`src/scw_pkg.sv`:
```
// constants, encodings and states of the smbus configuration write slave
// assumes a single 200 mhz system clock
package scw_pkg;
    localparam logic [6:0]  SLAVE_ADDR    = 7'h0c;
    localparam int          BIT_CMD_BEGIN = 7;
    localparam int          BIT_CMD_END   = 6;
    localparam int          BIT_CMD_PEC   = 4;
    localparam int          ICMD_LSB      = 2;
    localparam int          SMB_LSB       = 0;
    localparam logic [1:0]  SMB_BYTE      = 2'h0;
    localparam logic [1:0]  SMB_WORD      = 2'h1;
    localparam logic [1:0]  SMB_BLOCK     = 2'h2;
    localparam logic [1:0]  ICMD_RD_DW    = 2'h0;
    localparam logic [1:0]  ICMD_WR_B     = 2'h1;
    localparam logic [1:0]  ICMD_WR_W     = 2'h2;
    localparam logic [1:0]  ICMD_WR_DW    = 2'h3;
    localparam logic [7:0]  LEN_BYTE      = 8'h01;
    localparam logic [7:0]  LEN_WORD      = 8'h02;
    localparam logic [7:0]  LEN_NONE      = 8'h00;
    localparam logic [7:0]  CRC_POLY      = 8'h07;
    localparam logic [7:0]  CRC_INIT      = 8'h00;
    localparam logic [3:0]  BITS_PER_BYTE = 4'h8;
    localparam longint      CLK_HZ        = 200_000_000;
    localparam longint      MS_PER_S      = 1000;
    localparam longint      LOW_TMO_MS    = 25;
    localparam longint      HIGH_TMO_MS   = 50;
    localparam longint      LOW_TMO_CYC   = LOW_TMO_MS * CLK_HZ / MS_PER_S;
    localparam longint      HIGH_TMO_CYC  = HIGH_TMO_MS * CLK_HZ / MS_PER_S;
    localparam int          TMO_W         = 24;
    localparam logic [TMO_W-1:0] TMO_ONE  = 24'h000001;

    typedef enum logic [2:0] {
        ST_IDLE = 3'b000,
        ST_ADDR = 3'b001,
        ST_CMD  = 3'b010,
        ST_CNT  = 3'b011,
        ST_DATA = 3'b100,
        ST_PEC  = 3'b101,
        ST_WAIT = 3'b110,
        ST_SKIP = 3'b111
    } scw_state_e;
endpackage

```
`src/scw_smbus_cfg_wr.sv`:
```
// smbus slave that collects a configuration write and launches it internally
// assumes scl and sda pins are resolved outside; cfg done/err on i_clk_sys
module scw_smbus_cfg_wr
    import scw_pkg::*;
#(
    parameter logic [TMO_W-1:0] P_LOW_CYC  = TMO_W'(LOW_TMO_CYC),
    parameter logic [TMO_W-1:0] P_HIGH_CYC = TMO_W'(HIGH_TMO_CYC)
) (
    input  wire logic        i_clk_sys,
    input  wire logic        i_resetn,
    input  wire logic        i_clk_en,
    input  wire logic        i_scl,
    input  wire logic        i_sda,
    output logic             o_scl,
    output logic             o_scl_oe_n,
    output logic             o_sda,
    output logic             o_sda_oe_n,
    output logic             o_cfg_req,
    output logic [1:0]       o_cfg_cmd,
    output logic [7:0]       o_cfg_bus,
    output logic [7:0]       o_cfg_devfn,
    output logic [15:0]      o_cfg_reg,
    output logic [31:0]      o_cfg_data,
    input  wire logic        i_cfg_done,
    input  wire logic        i_cfg_err
);

    // ****************************************
    // functions
    // ****************************************
    function automatic logic [7:0] crc8(input logic [7:0] c, input logic [7:0] d);
        logic [7:0] x;
        x = c ^ d;
        for (int i = 0; i < 8; i++) begin
            x = x[7] ? ({x[6:0], 1'b0} ^ CRC_POLY) : {x[6:0], 1'b0};
        end
        return x;
    endfunction

    function automatic logic [15:0] align_reg(input logic [15:0] r, input logic [1:0] ic);
        logic [15:0] a;
        a = r;
        if (ic == ICMD_WR_DW || ic == ICMD_RD_DW) begin
            a = {r[15:2], 2'h0};
        end else if (ic == ICMD_WR_W) begin
            a = {r[15:1], 1'h0};
        end
        return a;
    endfunction

    // ****************************************
    // pin synchronisers and bus events
    // ****************************************
    logic scl_m, scl_s, scl_d, sda_m, sda_s, sda_d;

    always_ff @(posedge i_clk_sys or negedge i_resetn) begin
        if (!i_resetn) begin
            {scl_m, scl_s, scl_d} <= 3'h7;
            {sda_m, sda_s, sda_d} <= 3'h7;
            o_scl                 <= 1'b0;
            o_sda                 <= 1'b0;
        end else if (i_clk_en) begin
            scl_m <= i_scl;
            scl_s <= scl_m;
            scl_d <= scl_s;
            sda_m <= i_sda;
            sda_s <= sda_m;
            sda_d <= sda_s;
            o_scl <= 1'b0;
            o_sda <= 1'b0;
        end
    end

    wire start_c = scl_s && scl_d && sda_d && !sda_s;
    wire stop_c  = scl_s && scl_d && !sda_d && sda_s;
    wire rise_c  = scl_s && !scl_d;
    wire fall_c  = !scl_s && scl_d;

    // ****************************************
    // bit reception
    // ****************************************
    logic [3:0]  bit_cnt;
    logic [7:0]  rx;
    logic        in_ack;
    logic        tmo;
    scw_state_e  state;

    wire byte_done = fall_c && (bit_cnt == BITS_PER_BYTE) && !in_ack;

    always_ff @(posedge i_clk_sys or negedge i_resetn) begin
        if (!i_resetn) begin
            bit_cnt <= 4'h0;
            rx      <= 8'h00;
            in_ack  <= 1'b0;
        end else if (i_clk_en) begin
            if (start_c || stop_c || tmo) begin
                bit_cnt <= 4'h0;
                in_ack  <= 1'b0;
            end else if (rise_c && !in_ack && bit_cnt < BITS_PER_BYTE) begin
                rx      <= {rx[6:0], sda_s};
                bit_cnt <= bit_cnt + 4'h1;
            end else if (byte_done) begin
                in_ack <= 1'b1;
            end else if (fall_c && in_ack && state != ST_WAIT) begin
                in_ack  <= 1'b0;
                bit_cnt <= 4'h0;
            end
        end
    end

    // ****************************************
    // transaction state machine
    // ****************************************
    logic [7:0]  cmd;
    logic [7:0]  remain;
    logic [7:0]  crc;
    logic [63:0] sh;
    logic [63:0] next_sh;
    logic        launch;

    wire        is_end  = cmd[BIT_CMD_END];
    wire        packet_check_enable  = cmd[BIT_CMD_PEC];
    wire [7:0]  crc_nx  = crc8(crc, rx);
    wire        pec_ok  = (rx == crc);
    wire        last_dt = (state == ST_DATA) && (remain == LEN_BYTE);

    always_comb begin
        next_sh = sh;
        if (byte_done && state == ST_DATA) begin
            next_sh = {sh[55:0], rx};
        end
        launch = byte_done && is_end &&
                 ((last_dt && !packet_check_enable) || (state == ST_PEC && pec_ok));
    end

    always_ff @(posedge i_clk_sys or negedge i_resetn) begin
        if (!i_resetn) begin
            state      <= ST_IDLE;
            cmd        <= 8'h00;
            remain     <= LEN_NONE;
            crc        <= CRC_INIT;
            sh         <= 64'h0;
            o_sda_oe_n <= 1'b1;
            o_scl_oe_n <= 1'b1;
        end else if (i_clk_en) begin
            if (tmo || stop_c) begin
                state      <= ST_IDLE;
                o_sda_oe_n <= 1'b1;
                o_scl_oe_n <= 1'b1;
            end else if (start_c) begin
                state      <= ST_ADDR;
                crc        <= CRC_INIT;
                o_sda_oe_n <= 1'b1;
            end else if (state == ST_WAIT) begin
                if (i_cfg_done) begin
                    o_sda_oe_n <= i_cfg_err;
                    o_scl_oe_n <= 1'b1;
                    state      <= ST_SKIP;
                end
            end else if (byte_done) begin
                crc        <= crc_nx;
                o_sda_oe_n <= 1'b1;
                case (state)
                    ST_ADDR: begin
                        if (rx == {SLAVE_ADDR, 1'b0}) begin
                            o_sda_oe_n <= 1'b0;
                            state      <= ST_CMD;
                        end else begin
                            state <= ST_SKIP;
                        end
                    end
                    ST_CMD: begin
                        cmd        <= rx;
                        o_sda_oe_n <= 1'b0;
                        case (rx[SMB_LSB+:2])
                            SMB_BLOCK: state <= ST_CNT;
                            SMB_WORD: begin
                                remain <= LEN_WORD;
                                state  <= ST_DATA;
                            end
                            SMB_BYTE: begin
                                remain <= LEN_BYTE;
                                state  <= ST_DATA;
                            end
                            default: begin
                                o_sda_oe_n <= 1'b1;
                                state      <= ST_SKIP;
                            end
                        endcase
                    end
                    ST_CNT: begin
                        if (rx != LEN_NONE) begin
                            remain     <= rx;
                            o_sda_oe_n <= 1'b0;
                            state      <= ST_DATA;
                        end else begin
                            state <= ST_SKIP;
                        end
                    end
                    ST_DATA: begin
                        sh         <= next_sh;
                        remain     <= remain - LEN_BYTE;
                        o_sda_oe_n <= 1'b0;
                        if (last_dt) begin
                            if (packet_check_enable) begin
                                state <= ST_PEC;
                            end else if (is_end) begin
                                o_sda_oe_n <= 1'b1;
                                o_scl_oe_n <= 1'b0;
                                state      <= ST_WAIT;
                            end else begin
                                state <= ST_SKIP;
                            end
                        end
                    end
                    ST_PEC: begin
                        if (pec_ok && is_end) begin
                            o_scl_oe_n <= 1'b0;
                            state      <= ST_WAIT;
                        end else if (pec_ok) begin
                            o_sda_oe_n <= 1'b0;
                            state      <= ST_SKIP;
                        end else begin
                            state <= ST_SKIP;
                        end
                    end
                    default: state <= state;
                endcase
            end else if (fall_c && in_ack) begin
                o_sda_oe_n <= 1'b1;
            end
        end
    end

    // ****************************************
    // internal configuration request
    // ****************************************
    always_ff @(posedge i_clk_sys or negedge i_resetn) begin
        if (!i_resetn) begin
            o_cfg_req   <= 1'b0;
            o_cfg_cmd   <= ICMD_RD_DW;
            o_cfg_bus   <= 8'h00;
            o_cfg_devfn <= 8'h00;
            o_cfg_reg   <= 16'h0000;
            o_cfg_data  <= 32'h0;
        end else if (i_clk_en) begin
            if (launch) begin
                o_cfg_req <= 1'b1;
                o_cfg_cmd <= cmd[ICMD_LSB+:2];
                if (cmd[ICMD_LSB+:2] == ICMD_RD_DW) begin
                    o_cfg_bus   <= next_sh[31:24];
                    o_cfg_devfn <= next_sh[23:16];
                    o_cfg_reg   <= align_reg(next_sh[15:0], ICMD_RD_DW);
                    o_cfg_data  <= 32'h0;
                end else begin
                    o_cfg_bus   <= next_sh[63:56];
                    o_cfg_devfn <= next_sh[55:48];
                    o_cfg_reg   <= align_reg(next_sh[47:32], cmd[ICMD_LSB+:2]);
                    o_cfg_data  <= next_sh[31:0];
                end
            end else if (i_cfg_done) begin
                o_cfg_req <= 1'b0;
            end
        end
    end

    // ****************************************
    // scl timeouts
    // ****************************************
    logic             in_frame;
    logic [TMO_W-1:0] low_cnt;
    logic [TMO_W-1:0] high_cnt;

    always_ff @(posedge i_clk_sys or negedge i_resetn) begin
        if (!i_resetn) begin
            in_frame <= 1'b0;
            low_cnt  <= '0;
            high_cnt <= '0;
            tmo      <= 1'b0;
        end else if (i_clk_en) begin
            tmo <= 1'b0;
            if (start_c) begin
                in_frame <= 1'b1;
                low_cnt  <= '0;
            end else if (stop_c) begin
                in_frame <= 1'b0;
                low_cnt  <= '0;
            end else if (in_frame && !scl_s && o_scl_oe_n) begin
                if (low_cnt == P_LOW_CYC - TMO_ONE) begin
                    tmo      <= 1'b1;
                    in_frame <= 1'b0;
                    low_cnt  <= '0;
                end else begin
                    low_cnt <= low_cnt + TMO_ONE;
                end
            end
            if (!scl_s) begin
                high_cnt <= '0;
            end else if (high_cnt == P_HIGH_CYC - TMO_ONE) begin
                tmo      <= 1'b1;
                high_cnt <= '0;
            end else begin
                high_cnt <= high_cnt + TMO_ONE;
            end
        end
    end
endmodule

```
`config.mk`:
```
export PLATFORM = sky130hd
export DESIGN_NAME = scw_smbus_cfg_wr
export DESIGN_NICKNAME = d
export VERILOG_FILES = /design/src/scw_pkg.sv /design/src/scw_smbus_cfg_wr.sv
export SDC_FILE = /design/constraint.sdc
export NUM_CORES = 1
export LEC_CHECK = 0
export BUFFER_PORTS_ARGS = -buffer_cell sky130_fd_sc_hd__buf_2
export CAP_MARGIN = 40
export CORE_ASPECT_RATIO = 1.25
export CORE_MARGIN = 2
export CORE_UTILIZATION = 40
export DETAILED_ROUTE_END_ITERATION = 16
export PLACE_DENSITY_LB_ADDON = 0.08
export SLEW_MARGIN = 20
export SYNTH_ARGS = -nofsm -noshare
export SYNTH_HDL_FRONTEND = slang
export SYNTH_SLANG_ARGS = --single-unit
```
`constraint.sdc`:
```
create_clock -name i_clk_sys -period 2.9 [get_ports i_clk_sys]
set_input_delay 0.29 -clock i_clk_sys [delete_from_list [all_inputs] [get_ports i_clk_sys]]
set_output_delay 0.29 -clock i_clk_sys [all_outputs]
set_load 0.05 [all_outputs]
```
* Yosys cells after proc, flatten, opt, wreduce, memory -nomap -nowiden
Cells that the tools add are included.
** Operators by class
- Add/sub/neg operators :: 4
- Multipliers :: 0
- Divide/modulo/power cells :: 0
- $lt $le $gt $ge :: 1
- Equality and inequality tests :: 30
- Shift operators :: 0
- Mux-type cells :: 85
- Bitwise logic cells :: 13
- Reduce and logical (&&, ||, !) cells :: 64
** Operators with widths (count)
- 24-bit 2-to-1 mux :: 6
- 64-bit 2-to-1 mux :: 1
- 24-bit by 1-bit adder with 24-bit output (second input constant) :: 2
- 8-bit 2-to-1 mux :: 6
- 3-bit 2-to-1 mux :: 15
- 1-bit 2-to-1 mux :: 42
- 32-bit 2-to-1 mux :: 1
- 24-bit by 23-bit == test with 1-bit output (second input constant) :: 1
- 24-bit == test (second input constant) :: 1
- 3-bit inverter :: 8
- 8-bit case mux with 3 select lines :: 1
- 1-bit logical AND :: 22
- 3-bit nonzero test :: 6
- 16-bit 2-to-1 mux :: 1
- 4-bit 2-to-1 mux :: 4
- 8-bit case mux with 2 select lines :: 1
- 8-bit nonzero test :: 2
- 3-bit case mux with 5 select lines :: 1
- 3-bit AND reduction :: 5
- 4-bit by 2-bit inequality test with 1-bit output (second input constant) :: 3
- 6-bit AND reduction :: 2
- 3-bit == test (second input constant) :: 3
- 3-bit inequality test (second input constant) :: 3
- 9-bit AND reduction :: 1
- other kinds (35) :: 59
** Storage, ports and cells
- Register bits :: 228
- Bits in latches :: 0
- Bits in writable memories :: 0
- Bits in read-only memories :: 0
- Input bits :: 7
- Output and inout port bits :: 71
- Logic and storage cells :: 223
- Memories :: 0

* Logic depth before layout (Yosys ltp)
Gate-level depths: netlist of the first run.
- Depth after elaboration :: 20
- Gate-level depth with buffers :: 11

* Least setup slack after synthesis of the first run
Ideal clock, no wire load.
- Path type :: register -> register
- Start point :: reg rx[3]
- End point :: reg state[0]
- Arrival time :: 2.270 ns
- Data required time :: 2.778 ns
- Path slack :: 0.508 ns
- Stages on the path, launching flop included :: 9
- Buffers on the path :: 1
- Clock period less this slack :: 2.392 ns
- Path through :: dfrtp_1 -> clkbuf_1 -> xnor2_1 -> ha_1 -> and3_1 -> nand4_1 -> a211o_1 -> or4_1 -> a32o_1
** On the way
- Cells in the longest elaborated chain, start to end :: 8
** Ends and longest elaborated chain
- start, declared :: line scw_smbus_cfg_wr.sv:83 : logic [7:0] rx;
- start signal, assigned :: line scw_smbus_cfg_wr.sv:100 : rx <= {rx[6:0], sda_s};
- 8-bit == test :: line scw_smbus_cfg_wr.sv:124 : wire pec_ok = (rx == crc);
- 1-bit logical AND :: line scw_smbus_cfg_wr.sv:217 : if (pec_ok && is_end) begin
- 1-bit 2-to-1 mux :: line scw_smbus_cfg_wr.sv:217
- 3-bit case mux with 5 select lines (*) :: line scw_smbus_cfg_wr.sv:163 : case (state)
- 3-bit 2-to-1 mux (*) :: line scw_smbus_cfg_wr.sv:160 : end else if (byte_done) begin
- 3-bit 2-to-1 mux (*) :: line scw_smbus_cfg_wr.sv:154 : end else if (state == ST_WAIT) begin
- 3-bit 2-to-1 mux (*) :: line scw_smbus_cfg_wr.sv:150 : end else if (start_c) begin
- 3-bit 2-to-1 mux (*) :: line scw_smbus_cfg_wr.sv:146 : if (tmo || stop_c) begin
- end signal, assigned :: line scw_smbus_cfg_wr.sv:227 : default: state <= state;
- end, declared :: line scw_smbus_cfg_wr.sv:86 : scw_state_e state;
Every way passes the cells marked *; elsewhere a longest branch is shown, timed or not. The select of a mux whose other input is x is not followed.
A chain may end at the register's enable or synchronous reset.

* Worst setup path after layout of the first run
- Start point :: reg rx[5]
- End point :: reg o_cfg_reg[8]
** On the way
- Cells in the longest elaborated chain, start to end :: 5
** Ends and longest elaborated chain
- 8-bit == test :: line scw_smbus_cfg_wr.sv:124
- 1-bit logical AND :: line scw_smbus_cfg_wr.sv:133 : ((last_dt && !packet_check_enable) || (state == ST_PEC && pec_ok));
- 1-bit logical OR :: line scw_smbus_cfg_wr.sv:133
- 1-bit logical AND :: line scw_smbus_cfg_wr.sv:132 : launch = byte_done && is_end &&
- 2-bit AND reduction (no source line)
- end signal, assigned :: line scw_smbus_cfg_wr.sv:253 : o_cfg_reg <= align_reg(next_sh[15:0], ICMD_RD_DW);
- end signal, assigned :: line scw_smbus_cfg_wr.sv:258 : o_cfg_reg <= align_reg(next_sh[47:32], cmd[ICMD_LSB+:2]);
- end, declared :: line scw_smbus_cfg_wr.sv:22 : output logic [15:0] o_cfg_reg,
Every way passes these cells.

==> results.toml, run 1 <==
[outcome]
outcome = "finished, final reports clean"

[routing]
route.detailed.drc = 0
vias = 8199
wl_per_cell_um = 19.0
ant_nets = 0
drt_iter0_markers = 380
drt-total-wl_mm = 28.4
routedLengthMet1_mm = 12.8
route.met3.wl_um = 995
first_pass_iters = 5
dr.max_layer_used = "met4"
wl_met2_mm = 14.0
via_per_inst = 5.47

[critical_path]
reg2reg_depth = 7
crit_fanout = 31
path_class = "reg -> reg"
cp-end-kind = "register"
crit_path_start_kind = "register"
critPathRequiredTime_ns = 3.30
reg2reg_to = "o_cfg_reg[8]"
r2r-start = "rx[5]"
rrSetupSlack_ns = 0.37
worstPathArrival_ns = 2.92

[grt]
track_usage_pct = 18.7
grt_start_max_net_pins = 86
antenna_found_initial = 0
grt_pass1_wl_mm = 46.7
grt_pass1_vias = 8228
overflow = 0

[sta]
layout_min_cycle_time_ns = 2.53
fin_tns_setup_ns = 0
setup_violations = 0
worst_slack_ns = 0.375
final.setup_skew_ns = 0.00945
hold_slack_ns = 0.0865
drv_slew = 0
fmax_ghz = 0.396
worstMarginPinSlew_ns = 0.701
hold_violations = 0
relSlewSlack_pct = 53.3
rsz0062_at_grt = "no"
min_period_over_period_pct = 87.1

[yosys]
yosysTopAreaCell = "dfrtp_1"
ys_seq_area_share_pct = 47.6
synth.distinct_cells = 73
synthArstFlopShare_pct = 100
synth_edf_count = 0
synth_ff_type = "dfrtp_1"
netlist_area_mm2 = 0.0118
synth_area_leaders = "dfrtp_1 (46%), mux2_4 (7.6%), mux4_2 (5.7%)"
synth_top_area_share_pct = 45.9
synth-seq-cells = 225
synth.most_common_cell = "dfrtp_1"
synthCells = 1004
ys_warn_count = 0
synth_area_per_cell_um2 = 11.8
synthTopCellsByCount = "dfrtp_1 (217), nand2_1 (83), mux2_4 (60), o31ai_1 (39)"

[hold_path]
hold-path-endpoint = "o_cfg_req"
hold_depth = 4
hp-class = "in -> reg"
hold_start = "i_cfg_done"

[job]
maxCapViolations = 0

[final_layout]
top_register = "sh"
finalNonFillerCells = 1498
largest_reg_flops = 64
diodes = 0
reg_top3 = "sh (64), o_cfg_data (32)"
syn_to_final_growth_pct = 15.8
final_nets = 1102
drive_gt1_share_pct = 26.3
fillers = 2726
fin_util_pct = 47.0

[clocking]
cts_tree = "yes"
h-tree-depth = 1
cts-root-buf = "clkbuf_16"
cts.path.max_buffers = 3
cts_buffers = 26
path_clk_slew_ns = 0.06
clkSinkCount = 225
clock_latency_ns = 0.52

[floorplan]
rows = 70
die_w_um = 158
fp.dieH_um = 196
core_area_mm2 = 0.0292
initial_core_util_pct = 40.6
dieArea_mm2 = 0.0310
ios = 78

[power_and_ir_drop]
p_leak_nw = 6.67
ir_drop_v = 0.000388
powerDensity_mw_per_mm2 = 595

[placement]
dp_cells = 1449
post-place-ws_ns = 0.376
place_congestion = 0.814
port_buffers = 75
dp_hpwl_mm = 18.9
==> how the worst max path moves through the flow <==
stage | start | end | depth (start not counted)
floorplan | rx[3] | state[0] | 8
global placement | rx[5] | o_cfg_devfn[7] | 7
detailed placement | rx[5] | o_cfg_devfn[7] | 7
CTS | rx[5] | o_cfg_devfn[7] | 7
global route | rx[5] | o_cfg_devfn[7] | 7
finish | rx[5] | o_cfg_reg[8] | 7
==> area by class of cell <==
type                            count  area [um2]  area share (%)
Multi-Input combinational cell    691        5810            42.4
Sequential cell                   225        5640            41.1
Timing Repair Buffer              119         811            5.91
Clock buffer                       37         773            5.64
Tap cell                          396         495            3.61
Clock inverter                      9         101           0.739
Inverter                           21        78.8           0.575
==> layout by cell type, fill, tap and decap left out, types with 7 or more instances in the layout <==
master / Yosys / final
nor3_1: 20 / 20
mux2_4: 60 / 60
mux4_2: 30 / 30
mux2_2: 18 / 18
o21ai_0: 28 / 28
nand2_1: 83 / 82
mux2i_1: 35 / 35
clkbuf_16: 0 / 27
dfrtp_1: 217 / 217
nand3_1: 27 / 27
a21oi_1: 31 / 31
buf_4: 4 / 34
nor2b_1: 8 / 8
mux2_1: 35 / 35
inv_1: 21 / 21
a31oi_1: 21 / 20
nand2b_1: 7 / 7
buf_12: 0 / 7
nor4_1: 13 / 13
and2_1: 9 / 9
ha_1: 11 / 10
nand4_1: 15 / 15
nor2_1: 35 / 35
a22o_1: 10 / 10
xnor2_1: 33 / 33
buf_2: 21 / 74
o31ai_1: 39 / 39
dfstp_2: 8 / 8
and3_1: 12 / 12
==> repair_timing <==
item	CTS	global route
resized for setup	0	0
endpoints found under the hold margin	83	0
setup buffers	0	0
hold buffers	3	0
==> through the flow <==
| stage | power, mW | instance area [um2] |
|---|---|---|
| 2_1_floorplan | 4.41 | 11800 |
| 3_3_place_gp | 4.88 | 12800 |
| 3_5_place_dp | 4.89 | 12800 |
| 4_1_cts | 8.28 | 13700 |
| 5_1_grt | 8.57 | 13700 |
| 6_report | 8.16 | 13700 |
==> layer usage <==
layer	up-vias	global-route usage (%)
met5	-	0
met3	35	2.59
li1	3895	-
met4	0	4.81
met1	4147	25.7
met2	122	31.3
==> power breakdown <==
| part | internal, mW | total [mW] | switching (mW) |
|---|---|---|---|
| sequential | 3.28 | 3.45 | 0.170 |
| combinational | 0.583 | 1.37 | 0.782 |
| clock | 2.03 | 3.35 | 1.32 |
| total | 5.89 | 8.16 | 2.27 |
==> worst max-delay path, cell delays in order, from the launching register on <==
cell,delay [ns]
dfrtp_1,0.38
xnor2_1,0.32
ha_1,0.21
and3_1,0.22
nand4_1,0.14
a211o_4,0.53
buf_12,0.24
mux2_1,0.32
==> cell families (layout without fill, tap and decap cells) <==
logic type      after synthesis  count (layout)  synth area share, %
simple gates                283             283                 13.1
flops                       225             225                 47.6
mux                         178             178                 21.3
compound gates              177             177                 10.1
buf+inv                      89             186                 3.61
xor+xnor                     40              40                 3.02
fa+ha+maj                    11              11                 1.16
other cells                   1               2               0.0317
No activity file was read; power rests on OpenSTA's default activity.
==> inputs of run 2 (changes only) <==
--- a/config.mk
+++ b/config.mk
@@ -8,8 +8,8 @@
 export BUFFER_PORTS_ARGS = -buffer_cell sky130_fd_sc_hd__buf_2
 export CAP_MARGIN = 40
 export CORE_ASPECT_RATIO = 1.25
-export CORE_MARGIN = 2
 export CORE_UTILIZATION = 40
+export CTS_CLUSTER_SIZE = 12
 export DETAILED_ROUTE_END_ITERATION = 16
 export PLACE_DENSITY_LB_ADDON = 0.08
 export SLEW_MARGIN = 20
==> run 2 against run 1 <==
  * Global-route usage rose by 0.53 points
  * Total power rose by 0.80%
  * Clock power rose by 2%
  * Wire length fell by 0.60%
  * Highest routed layer unchanged
==> results.toml, run 2 (same netlist as run 1, synthesis figures left out) <==
[critical_path]
reg2reg_to = "o_cfg_devfn[7]"
worst_path_max_delay_cell = "a211o_4"
r2r-start = "rx[7]"
critPathRequiredTime_ns = 3.30
path_delay_family = "compound AO/OA/AOI/OAI gates"
worstPathArrival_ns = 2.91
cp-end-kind = "register"
crit_fanout = 47
cp_num_buf_inv = 1
rrSetupSlack_ns = 0.40
cpPeakStageDelay_ns = 0.51
cp_cell_sequence = "xnor2_1 -> ha_1 -> and3_1 -> nand4_1 -> a211o_4 -> buf_12 -> mux2_1"
path_class = "reg -> reg"
crit_path_start_kind = "register"
reg2reg_depth = 7

[sta]
worstMarginPinSlew_ns = 0.673
rsz0062_at_grt = "no"
hold_violations = 0
min_period_over_period_pct = 86.3
relSlewSlack_pct = 54.7
setup_violations = 0
final.setup_skew_ns = 0.00963
fmax_ghz = 0.400
fin_tns_setup_ns = 0
worst_slack_ns = 0.398
drv_slew = 0
layout_min_cycle_time_ns = 2.50

[routing]
routedLengthMet1_mm = 12.9
via_per_inst = 5.55
wl_met2_mm = 14.0
vias = 8320
drt-total-wl_mm = 28.2
first_pass_iters = 5
route.met3.wl_um = 906
wl_per_cell_um = 18.9
drt_iter0_markers = 520
dr.max_layer_used = "met4"
route.detailed.drc = 0
ant_nets = 0

[final_layout]
reg_top3 = "sh (64), o_cfg_data (32)"
final_common_cell = "dfrtp_1"
fillers = 2674
multi_input_area_mm2 = 0.00581
syn_to_final_growth_pct = 15.9
top_register = "sh"
regArea_mm2 = 0.00564
largest_reg_flops = 64
finalNonFillerCells = 1498
fin_util_pct = 47.1
diodes = 0
final_cell_mix = "dfrtp_1 (217), nand2_1 (82), buf_2 (74), mux2_4 (60), o31ai_1 (39)"
drive_gt1_share_pct = 26.3
final_nets = 1100
final_area_mm2 = 0.0137

[power_and_ir_drop]
powerDensity_mw_per_mm2 = 599
ir_drop_v = 0.000447
p_leak_nw = 6.68

[grt]
antenna_found_initial = 0
track_usage_pct = 19.3
grt_pass1_vias = 8310
grt_start_max_net_pins = 72
overflow = 0
grt_pass1_wl_mm = 47.0

[floorplan]
rows = 70
dieArea_mm2 = 0.0303
die_w_um = 156
ios = 78
core_area_mm2 = 0.0292
initial_core_util_pct = 40.6
fp.dieH_um = 194

[hold_path]
hold_depth = 4
hp-class = "in -> reg"
hold-path-endpoint = "o_cfg_req"
hold_start = "i_cfg_done"

[placement]
post-place-ws_ns = 0.368
dp_hpwl_mm = 18.3
dp_cells = 1446
placed_area_mm2 = 0.0128
port_buffers = 75
place_congestion = 0.788

[outcome]
outcome = "finished, final reports clean"

[clocking]
clkSinkCount = 225
cts-root-buf = "clkbuf_16"
cts_tree = "yes"
cts.path.max_buffers = 3
post_cts.repair.setup_buffers = 0
h-tree-depth = 1
path_clk_slew_ns = 0.06
clock_latency_ns = 0.53
cts_buffers = 27

[job]
maxCapViolations = 0
-- run 2: per-layer routing --
layer / vias to the layer above / track usage (%)
met5: - / 0
met4: 0 / 3.85
met3: 37 / 2.34
met2: 148 / 32.7
met1: 4255 / 26.5
li1: 3880 / -
-- run 2: worst max-delay path by stage --
stage | from | to | slack, ns | depth (start not counted)
floorplan | rx[3] | state[0] | 0.51 | 8
global placement | rx[3] | o_cfg_devfn[7] | 0.42 | 7
detailed placement | rx[7] | o_cfg_devfn[7] | 0.37 | 7
CTS | rx[7] | o_cfg_devfn[7] | 0.37 | 7
global route | rx[3] | o_cfg_devfn[7] | 0.23 | 7
finish | rx[7] | o_cfg_devfn[7] | 0.40 | 7
-- run 2: layout make-up --
cell class,count,share of cell area (%)
multi-input combinational,691,42.3
sequential,225,41.1
clock buffer,42,6.14
timing repair buffer,116,5.74
tap,396,3.61
inverter,21,0.574
clock inverter,7,0.492
-- run 2: worst min-delay path, cell delays in order --
cell and delay, ns:
buf_2 0.13, nand2_1 0.06, nand2_1 0.05, nand2_1 0.05
-- run 2: stage by stage --
stage                     hold WS, ns  total power [mW]
after detailed placement        0.309              4.87
final                          0.0921              8.22
after floorplan              -0.00559              4.41
after CTS                      0.0783              8.34
after global routing            0.115              8.65
after global placement          0.320              4.88
-- run 2: where the power goes --
| part | switching [mW] | internal, mW | leakage [nW] |
|---|---|---|---|
| clock network | 1.34 | 2.07 | 0.455 |
| logic | 0.773 | 0.579 | 3.15 |
| registers | 0.181 | 3.28 | 3.07 |
| total | 2.29 | 5.93 | 6.68 |
-- run 2: repair_timing --
| item | 4_1_cts | 5_1_grt |
|---|---|---|
| resized for setup | 0 | 0 |
| hold endpoints to repair | 63 | 0 |
| hold buffers | 3 | 0 |
==> inputs of run 3 (changes only) <==
--- a/config.mk
+++ b/config.mk
@@ -8,7 +8,7 @@
 export BUFFER_PORTS_ARGS = -buffer_cell sky130_fd_sc_hd__buf_2
 export CAP_MARGIN = 40
 export CORE_ASPECT_RATIO = 1.25
-export CORE_UTILIZATION = 40
+export CORE_UTILIZATION = 55
 export CTS_CLUSTER_SIZE = 12
 export DETAILED_ROUTE_END_ITERATION = 16
 export PLACE_DENSITY_LB_ADDON = 0.08
==> constraint.sdc (replaced) <==
create_clock -name i_clk_sys -period 2.1 [get_ports i_clk_sys]
set_input_delay 0.21 -clock i_clk_sys [delete_from_list [all_inputs] [get_ports i_clk_sys]]
set_output_delay 0.21 -clock i_clk_sys [all_outputs]
set_load 0.05 [all_outputs]
==> run 3 against run 2 <==
  * The run now ends with negative setup slack left
  * Total power is 36% higher
  * Flip-flop and latch count stayed put
  * Critical path depth stayed put
  * Worst setup slack worse by 0.56 ns
  * Wire length is 0.55% higher
  * Combinational power is 76% higher
  * Register-to-register slack worse by 0.56 ns
  * Worst hold slack worse by 0.025 ns
==> results.toml, run 3 (same netlist as run 1, synthesis figures left out) <==
[sta]
drv_slew = 0
final.setup_skew_ns = 0.00910
relSlewSlack_pct = 62.5
setup_violations = 130
min_period_over_period_pct = 108
worst_slack_ns = -0.163
hold_violations = 0
rsz0062_at_grt = "yes"
layout_min_cycle_time_ns = 2.26
worstMarginPinSlew_ns = 0.563
fmax_ghz = 0.442

[clocking]
cts_buffers = 25
clock_latency_ns = 0.52
h-tree-depth = 1
path_clk_slew_ns = 0.06
cts.path.max_buffers = 3
cts-root-buf = "clkbuf_16"
cts_tree = "yes"
clkSinkCount = 225

[final_layout]
diodes = 0
reg_top3 = "sh (64), o_cfg_data (32)"
syn_to_final_growth_pct = 25.1
fillers = 1574
drive_gt1_share_pct = 38.2
final_cell_mix = "dfrtp_1 (213), buf_4 (114), mux2_4 (87), nand2_1 (76), buf_2 (74)"
multi_input_area_mm2 = 0.00626
final_area_mm2 = 0.0148
top_register = "sh"
largest_reg_flops = 64
final_common_cell = "dfrtp_1"
final_nets = 1198
regArea_mm2 = 0.00565

[floorplan]
rows = 59
fp.dieH_um = 166
ios = 78
dieArea_mm2 = 0.0221
initial_core_util_pct = 56.5
die_w_um = 133
core_area_mm2 = 0.0210

[critical_path]
crit_fanout = 14
path_class = "reg -> reg"
critPathRequiredTime_ns = 2.49
r2r-start = "rx[4]"
worstPathArrival_ns = 2.66
crit_start = "rx[4]"
reg2reg_depth = 7
cp-end-kind = "register"
crit_path_start_kind = "register"

[outcome]
violations = "negative setup slack"
outcome = "complete, but fails checks"

[power_and_ir_drop]
powerDensity_mw_per_mm2 = 757
ir_drop_v = 0.000651
totalPowerFinal_mw = 11.2
p_leak_nw = 7.31

[hold_path]
hp-class = "in -> reg"
hold_depth = 3
hold_start = "i_cfg_err"

[grt]
grt_pass1_wl_mm = 46.6
antenna_found_initial = 0
grt_start_max_net_pins = 69
track_usage_pct = 25.9
overflow = 0
grt_pass1_vias = 8992

[placement]
post-place-ws_ns = -0.136
placed_area_mm2 = 0.0135
port_buffers = 75
dp_hpwl_mm = 18.9
place_congestion = 0.868

[routing]
drt_iter0_markers = 412
drt-total-wl_mm = 28.4
route.detailed.drc = 0
first_pass_iters = 4
vias = 8759
via_per_inst = 5.97
wl_per_cell_um = 19.3
ant_nets = 0

[job]
maxCapViolations = 0
-- run 3: cell count changes in the layout (fill, tap and decap cells not counted), moves of 8 or more --
cell / delta
buf_4: +83
o31ai_1: -23
buf_12: +9
mux2_4: +27
o31ai_2: +18
clkbuf_8: -8
mux2_1: -27
-- run 3: cell type report --
class | count | area share (%)
clock buffers | 35 | 4.68
multi-input cells | 692 | 42.3
flip-flops and latches | 225 | 38.1
repair buffers | 215 | 11.7
well taps | 274 | 2.31
inverters | 21 | 0.532
clock inverters | 6 | 0.397
-- run 3: path summary, 6_finish.rpt --
| check | endpoint | slack [ns] |
|---|---|---|
| max reg2reg | o_cfg_reg[14] | -0.16 |
| min in group asynchronous | crc[5] | 0.23 |
| min | o_sda_oe_n | 0.07 |
| min reg2reg | o_cfg_req | 0.47 |
| max in group asynchronous | sh[14] | 1.09 |
| max | o_cfg_reg[14] | -0.16 |
-- run 3: worst max-delay path: stages, from the launching register on --
cell     delay (ns)
dfrtp_2        0.44
xnor2_4        0.18
ha_2           0.19
and3_4         0.19
nand4_1        0.14
a211o_4        0.48
buf_12         0.21
mux2_4         0.31
-- run 3: metal layers --
metal / wire (um) / vias to the layer above / share of wire, % / GRT usage [%]
met5: 0 / - / 0 / 0
met4: 565 / 0 / 2.0 / 6.62
met3: 947 / 43 / 3.3 / 3.45
met2: 14600 / 146 / 51 / 45.4
met1: 12300 / 4496 / 43 / 33.7
li1: - / 4074 / - / -
-- run 3: metrics by stage --
step / TNS, ns / utilization, % / hold slack [ns] / instances
detailed placement: -8.89 / 64.2 / 0.203 / 1409
global placement: -7.24 / 64.2 / 0.206 / 1409
global route: -20.12 / 70.7 / 0.0733 / 1468
finish: -10.98 / 70.7 / 0.0676 / 1468
CTS: -5.88 / 68.9 / 0.0621 / 1456
floorplan: -0.984 / - / -0.0856 / 1005
-- run 3: timing repair --
| item | CTS | global route |
|---|---|---|
| gates cloned | 1 | 4 |
| endpoints found under the setup margin | 145 | 160 |
| resized for setup | 40 | 44 |
| setup buffers | 1 | 8 |
| pin swaps | 1 | 11 |
| endpoints found under the hold margin | 63 | 0 |
| hold buffers | 4 | 0 |
-- run 3: power by group --
group | leakage, nW | switching [mW] | internal [mW]
sequential | 3.06 | 0.198 | 4.53
combinational | 3.88 | 1.24 | 1.15
clock | 0.372 | 1.69 | 2.40
